File: config.mk
export PLATFORM = sky130hd
export DESIGN_NAME = mbx_exec
export DESIGN_NICKNAME = d
export VERILOG_FILES = /design/src/mbx_exec.v
export VERILOG_INCLUDE_DIRS = /design/src /design/src/src
export SDC_FILE = /design/constraint.sdc
export NUM_CORES = 1
export LEC_CHECK = 0
export BUFFER_PORTS_ARGS = -buffer_cell sky130_fd_sc_hd__buf_2
export CAP_MARGIN = 30
export CORE_MARGIN = 3
export CORE_UTILIZATION = 55
export DETAILED_ROUTE_END_ITERATION = 12
export PLACE_DENSITY_LB_ADDON = 0.25
export SYNTH_ARGS = -nofsm -noshare
export SYNTH_HDL_FRONTEND = slang
export SYNTH_SLANG_ARGS = --single-unit
File: constraint.sdc
create_clock -name i_clk -period 4.7 [get_ports i_clk]
set_input_delay 0.94 -clock i_clk [delete_from_list [all_inputs] [get_ports i_clk]]
set_output_delay 0.94 -clock i_clk [all_outputs]
set_load 0.02 [all_outputs]
File: src/mbx_map.vh
`ifndef MBX_MAP_VH
`define MBX_MAP_VH
// operation codes presented on i_op
`define MBX_OP_NONE 3'h0
`define MBX_OP_AUX_LOAD 3'h1
`define MBX_OP_CALL 3'h2
`define MBX_OP_JUMP 3'h3
`define MBX_OP_IMM_ACC 3'h4
`define MBX_OP_ACC_REG 3'h5
`define MBX_OP_REG_MOVE 3'h6
// widths and reset values
`define MBX_PC_W 10
`define MBX_PC_RST 10'h000
`define MBX_ACC_RST 8'h00
`define MBX_SP_RST 3'h0
`endif

File: src/mbx_exec.v
`default_nettype none
`include "mbx_map.vh"
module mbx_exec #(
   parameter STACK_DEPTH = 8
) (
   input wire i_clk,
   input wire i_reset_n,
   input wire i_valid,
   input wire [2:0] i_op,
   input wire [9:0] i_imm,
   input wire i_dest,
   output wire o_ready,
   output reg [9:0] o_pc,
   output reg [7:0] o_acc,
   output reg o_zero,
   output reg [7:0] o_reg_wdata,
   output reg [5:0] o_reg_addr,
   output reg o_reg_we,
   output reg [7:0] o_aux_wdata,
   output reg [3:0] o_aux_addr,
   output reg o_aux_we,
   output reg o_flush,
   output reg [9:0] o_stack_top,
   output reg [2:0] o_stack_ptr
);
   ////////////////////////////////////////////////////////////////
   // shared decoding
   function is_op;
      input [2:0] op;
      input [2:0] code;
      begin
         is_op = (op == code);
      end
   endfunction

   // call and jump both redirect the fetch stream
   function is_branch;
      input [2:0] op;
      begin
         is_branch = (op == `MBX_OP_CALL) || (op == `MBX_OP_JUMP);
      end
   endfunction

   // stack pointer advance, wrapping after the deepest level
   function [2:0] wrap_ptr;
      input [2:0] ptr;
      begin
         if ({29'h0, ptr} == STACK_DEPTH - 1) begin
            wrap_ptr = 3'h0;
         end else begin
            wrap_ptr = ptr + 3'h1;
         end
      end
   endfunction

   ////////////////////////////////////////////////////////////////
   // register file and return stack
   reg [7:0] data_mem [0:63];
   reg [9:0] stack_mem [0:STACK_DEPTH-1];
   reg refetch_r;
   reg refetch_nxt;
   reg [9:0] pc_nxt;
   reg [7:0] acc_nxt;
   reg zero_nxt;
   reg [7:0] reg_wdata_nxt;
   reg [5:0] reg_addr_nxt;
   reg reg_we_nxt;
   reg [7:0] aux_wdata_nxt;
   reg [3:0] aux_addr_nxt;
   reg aux_we_nxt;
   reg flush_nxt;
   reg [9:0] stack_top_nxt;
   reg [2:0] stack_ptr_nxt;
   wire take;
   wire take_call;
   wire mem_we;
   wire [7:0] mem_wdata;
   wire [7:0] rd_val;
   wire [9:0] pc_inc;

   // no instruction is accepted in the refetch slot after a branch
   assign o_ready = ~refetch_r;
   assign take = i_valid & ~refetch_r;
   assign take_call = take & is_op(i_op, `MBX_OP_CALL);
   assign mem_we = take & (is_op(i_op, `MBX_OP_ACC_REG) | (is_op(i_op, `MBX_OP_REG_MOVE) & i_dest));
   assign mem_wdata = is_op(i_op, `MBX_OP_ACC_REG) ? o_acc : rd_val;
   assign rd_val = data_mem[i_imm[5:0]];
   assign pc_inc = o_pc + 10'h001;

   always @(posedge i_clk) begin
      if (take_call) begin
         stack_mem[o_stack_ptr] <= pc_inc;
      end
      if (mem_we) begin
         data_mem[i_imm[5:0]] <= mem_wdata;
      end
   end

   ////////////////////////////////////////////////////////////////
   // next-state logic
   always @* begin
      pc_nxt = o_pc;
      acc_nxt = o_acc;
      zero_nxt = o_zero;
      reg_wdata_nxt = o_reg_wdata;
      reg_addr_nxt = o_reg_addr;
      reg_we_nxt = 1'b0;
      aux_wdata_nxt = o_aux_wdata;
      aux_addr_nxt = o_aux_addr;
      aux_we_nxt = 1'b0;
      flush_nxt = 1'b0;
      stack_top_nxt = o_stack_top;
      stack_ptr_nxt = o_stack_ptr;
      refetch_nxt = 1'b0;
      if (take) begin
         pc_nxt = pc_inc;
         case (i_op)
            `MBX_OP_AUX_LOAD: begin
               aux_addr_nxt = i_imm[3:0];
               aux_wdata_nxt = o_acc;
               aux_we_nxt = 1'b1;
            end
            `MBX_OP_CALL: begin
               stack_top_nxt = pc_inc;
               stack_ptr_nxt = wrap_ptr(o_stack_ptr);
               pc_nxt = i_imm;
            end
            `MBX_OP_JUMP: begin
               pc_nxt = i_imm;
            end
            `MBX_OP_IMM_ACC: begin
               acc_nxt = i_imm[7:0];
            end
            `MBX_OP_ACC_REG: begin
               reg_addr_nxt = i_imm[5:0];
               reg_wdata_nxt = o_acc;
               reg_we_nxt = 1'b1;
            end
            `MBX_OP_REG_MOVE: begin
               if (i_dest) begin
                  reg_addr_nxt = i_imm[5:0];
                  reg_wdata_nxt = rd_val;
                  reg_we_nxt = 1'b1;
               end else begin
                  acc_nxt = rd_val;
               end
               // the flag follows the moved value for both destinations
               zero_nxt = (rd_val == 8'h00);
            end
            default: begin
            end
         endcase
         // the prefetched word is stale after a redirect
         if (is_branch(i_op)) begin
            flush_nxt = 1'b1;
            refetch_nxt = 1'b1;
         end
      end
   end

   ////////////////////////////////////////////////////////////////
   // program counter, accumulator and zero flag
   always @(posedge i_clk or negedge i_reset_n) begin
      if (!i_reset_n) begin
         o_pc <= `MBX_PC_RST;
         o_acc <= `MBX_ACC_RST;
         o_zero <= 1'b0;
      end else begin
         o_pc <= pc_nxt;
         o_acc <= acc_nxt;
         o_zero <= zero_nxt;
      end
   end

   // write echoes towards the register file and the aux page
   always @(posedge i_clk or negedge i_reset_n) begin
      if (!i_reset_n) begin
         o_reg_wdata <= 8'h00;
         o_reg_addr <= 6'h00;
         o_reg_we <= 1'b0;
         o_aux_wdata <= 8'h00;
         o_aux_addr <= 4'h0;
         o_aux_we <= 1'b0;
      end else begin
         o_reg_wdata <= reg_wdata_nxt;
         o_reg_addr <= reg_addr_nxt;
         o_reg_we <= reg_we_nxt;
         o_aux_wdata <= aux_wdata_nxt;
         o_aux_addr <= aux_addr_nxt;
         o_aux_we <= aux_we_nxt;
      end
   end

   // refetch slot and return stack state
   always @(posedge i_clk or negedge i_reset_n) begin
      if (!i_reset_n) begin
         o_flush <= 1'b0;
         refetch_r <= 1'b0;
         o_stack_top <= 10'h000;
         o_stack_ptr <= `MBX_SP_RST;
      end else begin
         o_flush <= flush_nxt;
         refetch_r <= refetch_nxt;
         o_stack_top <= stack_top_nxt;
         o_stack_ptr <= stack_ptr_nxt;
      end
   end
endmodule // mbx_exec
`default_nettype wire

==> results.json, run 1 <==
{
  "reg2reg_slack_ns": 1.91,
  "synth_area_leaders": "edfxtp_1 (67%), dfrtp_1 (6.6%), mux4_2 (4.6%), mux2i_1 (2.8%), mux2_2 (2.2%)",
  "root_buffer": "clkbuf_16",
  "slew_headroom_pct": 30.1,
  "initialDrtViolationCount": 2086,
  "wl_met2_mm": 28.4,
  "fillers": 2878,
  "crit_required_ns": 5.03,
  "cts_num_sinks": 573,
  "multi_input_area_mm2": 0.00570,
  "dpl_cell_area_mm2": 0.0250,
  "end_kind": "flop",
  "ys_seq_area_share_pct": 73.4,
  "pwr-share-seq_pct": 50.9,
  "synthCells": 1392,
  "grt_pass1_wl_mm": 93.1,
  "synth_fp_nets": 1412,
  "vias": 14100,
  "fin_cells": 2167,
  "fin_nets": 1610,
  "finish.instance_area_mm2": 0.0268,
  "grt_setup_unrepaired": "no",
  "setup_viol": 0,
  "clockBufferDepth": 3,
  "postCtsSetupRepairBufs": 0,
  "totalPowerFinal_mw": 11.7,
  "fin_crit_sh_pct": 78.5,
  "dp.cells": 2063,
  "wl_per_cell_um": 28.9,
  "swShare_pct": 24.7,
  "path_class": "input port to flop",
  "synthFlopType": "edfxtp_1",
  "cp_max_fo": 48,
  "syn_area_mm2": 0.0230,
  "rows": 74,
  "m1WireLength_mm": 24.2,
  "grt_max_degree": 63,
  "skew_ns": 0.0269,
  "firstDrtPassIters": 5,
  "ctsResizeCount": 0,
  "postCtsHoldBufs": 0,
  "wl_met3_mm": 6.60,
  "p_leak_nw": 9.50,
  "finalWeightedCongestion": 0.938,
  "antenna_left": 0,
  "netlist.area_leader.share_pct": 66.7,
  "io_pins": 79,
  "async_flop_share_pct": 10.6,
  "port_buffers": 78,
  "finalSetupTns_ns": 0,
  "clk_pin_slew_ns": 0.06,
  "peakVddDrop_v": 0.000321,
  "grt_usage_pct": 28.5,
  "fin_crit_ns": 3.69,
  "hp-start": "o_reg_wdata[5]",
  "worst_pin_slew_ns": 1.05,
  "initial_core_util_pct": 56.0,
  "die-area_mm2": 0.0444,
  "cp-start-kind": "input port",
  "via_per_inst": 6.50,
  "clk_latency_ns": 0.61,
  "hp-class": "flop to flop",
  "internal_power_mw": 8.85,
  "powerDensity_mw_per_mm2": 438,
  "hold_viol_final": 0,
  "routed_wl_mm": 62.6,
  "yosysWarningCount": 0,
  "antenna_found_initial": 0,
  "grt_pass1_vias": 13900,
  "whs_ns": 0.477,
  "drive_gt1_share_pct": 26.2,
  "cts-htree-levels": 2,
  "top_layer": "met4",
  "outcome": "complete, no violations",
  "core-area_mm2": 0.0411,
  "die_w_um": 211,
  "cts_made_buffers": 57,
  "max_freq_mhz": 271,
  "fp.dieH_um": 211,
  "synth_cell_types": 66,
  "yosysMostFrequentCell": "edfxtp_1",
  "ys_ff_latch": 573,
  "synthTopCellsByCount": "edfxtp_1 (512), nor2_1 (101), nand2_1 (69)",
  "synth_top_area_cell": "edfxtp_1",
  "p_clk_share_pct": 37.6,
  "n_antenna_cell": 0,
  "ff_latch_area_mm2": 0.0169,
  "tritoncts": "yes",
  "reg2reg_from": "refetch_r",
  "syn_avg_cell_area_um2": 16.5,
  "maxCapViolCount": 0,
  "r2r-end": "data_mem[42][4]",
  "power.switching_mw": 2.90,
  "p_comb_share_pct": 11.5,
  "r2r_cells": 6,
  "min_path_cells": 1,
  "final_max_slew_viol_count": 0,
  "holdPathEnd": "o_reg_wdata[5]",
  "synth-edff-count": 512,
  "drc_errors": 0,
  "hpwl_mm": 40.4,
  "arrival_ns": 4.01,
  "syn_to_final_growth_pct": 16.4,
  "overflow": 0
}
-- cells by family after synthesis --
family                   after synthesis  synth area share (%)
AO/OA/AOI/OAI                        273                  8.36
XOR/XNOR                               8                 0.304
adder cells (fa/ha/maj)                3                 0.163
buffers and inverters                104                  2.28
flip-flops                           573                  73.4
multiplexers                         159                  9.74
AND/OR/NAND/NOR                      272                  5.78
-- metrics by stage --
stage / setup WS [ns] / util (%)
after floorplan: 0.0394 / -
after global placement: 0.481 / 60.8
after detailed placement: 0.456 / 60.8
after CTS: 1.10 / 65.2
after global routing: 0.936 / 65.2
final: 1.01 / 65.2
-- area by class of cell --
cell class	count	share of cell area, %
flip-flops and latches	573	63.1
multi-input cells	715	21.3
repair buffers	232	6.29
clock buffers	72	5.81
well taps	532	2.48
clock inverters	32	0.943
inverters	11	0.154
-- worst max path at each step --
stage	start	end	slack, ns
floorplan	i_imm[2]	data_mem[0][2]	0.04
global placement	i_imm[0]	data_mem[46][4]	0.48
detailed placement	i_imm[0]	data_mem[22][4]	0.46
CTS	i_imm[0]	data_mem[38][4]	1.10
global route	i_imm[0]	data_mem[38][4]	0.94
finish	i_imm[2]	data_mem[20][4]	1.01
-- layout by cell type (no fill, tap or decap), types with 42 or more instances in the layout --
cell type and count:
o21ai_0 43, edfxtp_1 512, nor2_1 99, buf_2 75
mux2_2 46, mux2i_1 64, nand2_1 69, mux4_2 47
a221oi_1 42, clkbuf_16 60, buf_4 145, dfrtp_1 61
-- routing by layer --
metal,up-vias,global-route usage [%]
li1,5944,-
met1,7017,40.4
met2,919,43.7
met3,201,5.81
met4,0,13.0
met5,-,0
-- power groups by stage --
stage          clock network [mW]  logic (mW)  registers (mW)
3_5_place_dp                    0        1.34            6.08
5_1_grt                      4.68        1.44            5.99
2_1_floorplan                   0       0.587            6.25
4_1_cts                      4.48        1.34            5.97
6_report                     4.42        1.35            5.97
3_3_place_gp                    0        1.31            6.07
-- registers in the layout, indices dropped and copies added, names as in the netlist --
name / count
o_aux_we: 1
o_acc: 8
o_aux_wdata: 8
o_reg_wdata: 8
data_mem: 512
o_zero: 1
refetch_r: 1
o_aux_addr: 4
o_pc: 10
o_stack_top: 10
o_reg_addr: 6
o_stack_ptr: 3
o_reg_we: 1
-- worst max-delay path: stages --
cell and delay (ns):
buf_6 0.36, buf_4 0.40, inv_1 0.10, buf_4 0.26
a221oi_1 0.41, o22ai_1 0.15, a22o_1 0.29, nor4_2 0.64
a21oi_4 0.15, buf_12 0.21
(Power assumes the default switching activity.)
==> inputs of run 2 (changes only) <==
- clock period: 4.7 -> 3.75 ns (I/O delays scaled with it)
==> run 2 against run 1 <==
Net effect: combinational power is 29% higher; clock-buffer cell count is 2 higher; first-iteration DRC count grew 3.1%; non-clock buffer count is 24 higher; critical path depth down 1; via count rose by 1.2%; utilization grew 0.38 points; register-to-register slack got worse by 1.0 ns; sequential cell count unchanged.
==> results.json, run 2 (synthesis gave the netlist of run 1 again) <==
{
  "ctsResizeCount": 0,
  "fin_nets": 1633,
  "clk_pin_slew_ns": 0.06,
  "cp_max_fo": 40,
  "die_w_um": 211,
  "hold_viol_final": 0,
  "setup_viol": 0,
  "crit_cells": 9,
  "slew_headroom_pct": 35.9,
  "antenna_left": 0,
  "path_buf_inv": 3,
  "clk_latency_ns": 0.59,
  "internal_power_mw": 10.9,
  "grt_pass1_wl_mm": 93.3,
  "cts_made_buffers": 56,
  "cp-start-kind": "input port",
  "n_antenna_cell": 0,
  "p_clk_share_pct": 36.4,
  "fp.dieH_um": 211,
  "slowest_delay_ns": 0.52,
  "die-area_mm2": 0.0444,
  "p_comb_share_pct": 12.0,
  "grt_max_degree": 65,
  "dp.cells": 2087,
  "cts-htree-levels": 2,
  "grt_usage_pct": 28.7,
  "vias": 14200,
  "pwr-share-seq_pct": 51.6,
  "r2r_cells": 7,
  "totalPowerFinal_mw": 14.5,
  "rows": 74,
  "end_kind": "flop",
  "via_per_inst": 6.52,
  "core-area_mm2": 0.0411,
  "root_buffer": "clkbuf_16",
  "clockBufferDepth": 3,
  "path_cells": "buf_6, buf_4, mux4_2, mux2i_1, o22ai_1, a211oi_1, o2111ai_1, mux2_2, buf_4",
  "crit_required_ns": 4.04,
  "critical_path.top_delay_family": "multiplexers",
  "overflow": 0,
  "port_buffers": 78,
  "antenna_found_initial": 0,
  "final_cell_mix": "edfxtp_1 (512), buf_4 (162), nor2_1 (101)",
  "routed_wl_mm": 63.2,
  "powerDensity_mw_per_mm2": 538,
  "hpwl_mm": 41.4,
  "power.switching_mw": 3.55,
  "wl_per_cell_um": 28.9,
  "final_max_slew_viol_count": 0,
  "peakVddDrop_v": 0.000339,
  "p_leak_nw": 9.60,
  "grt_setup_unrepaired": "no",
  "outcome": "complete, no violations",
  "postCtsSetupRepairBufs": 0,
  "maxCapViolCount": 0,
  "skew_ns": 0.0138,
  "fin_crit_sh_pct": 91.0,
  "drive_gt1_share_pct": 26.8,
  "grt_pass1_vias": 14200,
  "swShare_pct": 24.5,
  "cp_common_cell": "buf_4",
  "max_freq_mhz": 293,
  "hp-class": "input port to async pin",
  "cts_num_sinks": 573,
  "postCtsHoldBufs": 0,
  "initial_core_util_pct": 56.0,
  "largest_reg_flops": 512,
  "path_class": "input port to flop",
  "finalWeightedCongestion": 0.919,
  "arrival_ns": 3.70,
  "io_pins": 79,
  "cp_slowest_cell": "a211oi_1",
  "firstDrtPassIters": 5,
  "worst_pin_slew_ns": 0.958,
  "syn_to_final_growth_pct": 17.0,
  "layout_commonest_cell": "edfxtp_1",
  "tritoncts": "yes",
  "fin_crit_ns": 3.41,
  "initialDrtViolationCount": 2151,
  "fin_cells": 2186,
  "drc_errors": 0
}
[run 2: cell count changes in the layout (fill, tap and decap cells not counted)]
| cell | previous run | this run |
|---|---|---|
| buf_12 | 10 | 17 |
| buf_4 | 145 | 162 |
| bufinv_16 | 4 | 3 |
| clkbuf_1 | 11 | 15 |
| clkbuf_16 | 60 | 57 |
| clkbuf_8 | 1 | 2 |
| clkinv_1 | 12 | 10 |
| clkinv_2 | 15 | 11 |
| inv_1 | 10 | 11 |
| inv_6 | 1 | 0 |
| nor2_1 | 99 | 101 |
| nor2_2 | 2 | 0 |
| nor2b_1 | 7 | 6 |
| nor2b_2 | 1 | 2 |
[run 2: final cells by class]
type,count,area [um2]
Multi-Input combinational cell,715,5700
Timing Repair Buffer,256,1950
Clock buffer,74,1510
Clock inverter,25,190
Inverter,11,41.3
Fill cell,2810,14100
Sequential cell,573,16900
Tap cell,532,666
[run 2: worst register-to-register path, delay by kind of cell (launching register included)]
kind	cells	cell delay, ns
buf+inv	1	0.24
compound gates	3	0.97
flops	1	0.35
mux	3	1.00
[run 2: power by group through the flow]
stage	sequential, mW	clock, mW	combinational (mW)
after floorplan	7.82	0	0.743
after global placement	7.61	0	1.69
after detailed placement	7.62	0	1.72
after CTS	7.48	5.32	1.73
after global routing	7.50	5.63	1.85
final	7.48	5.27	1.74
[run 2: through the flow]
stage / cell area [um2] / util, % / hold slack (ns) / setup TNS [ns] / worst slack (ns)
final: 27000 / 65.6 / 0.285 / 0 / 0.338
after global routing: 27000 / 65.6 / 0.350 / 0 / 0.354
after CTS: 27000 / 65.6 / 0.301 / 0 / 0.445
after detailed placement: 25300 / 61.4 / 0.465 / -10.78 / -0.171
after global placement: 25300 / 61.4 / 0.456 / -5.57 / -0.0884
after floorplan: 23100 / - / 0.454 / 0 / 0.175
[run 2: routing by layer]
layer / wire [um] / up-vias / GRT usage [%]
met5: 0 / - / 0
met4: 2620 / 0 / 10.4
met3: 7280 / 165 / 6.37
met2: 29500 / 997 / 45.8
met1: 23800 / 7097 / 39.6
li1: - / 5987 / -
[run 2: worst paths after layout]
check	from	to	slack, ns
worst max-delay path	i_imm[0]	data_mem[61][6]	0.34
worst min-delay path	i_reset_n	o_stack_top[9]	0.28
worst max register to register	data_mem[45][6]	data_mem[61][6]	0.88
worst min register to register	o_stack_top[2]	o_stack_top[2]	0.47
max in group asynchronous	i_reset_n	o_reg_addr[3]	2.73
min in group i_clk	i_imm[9]	o_pc[9]	0.46
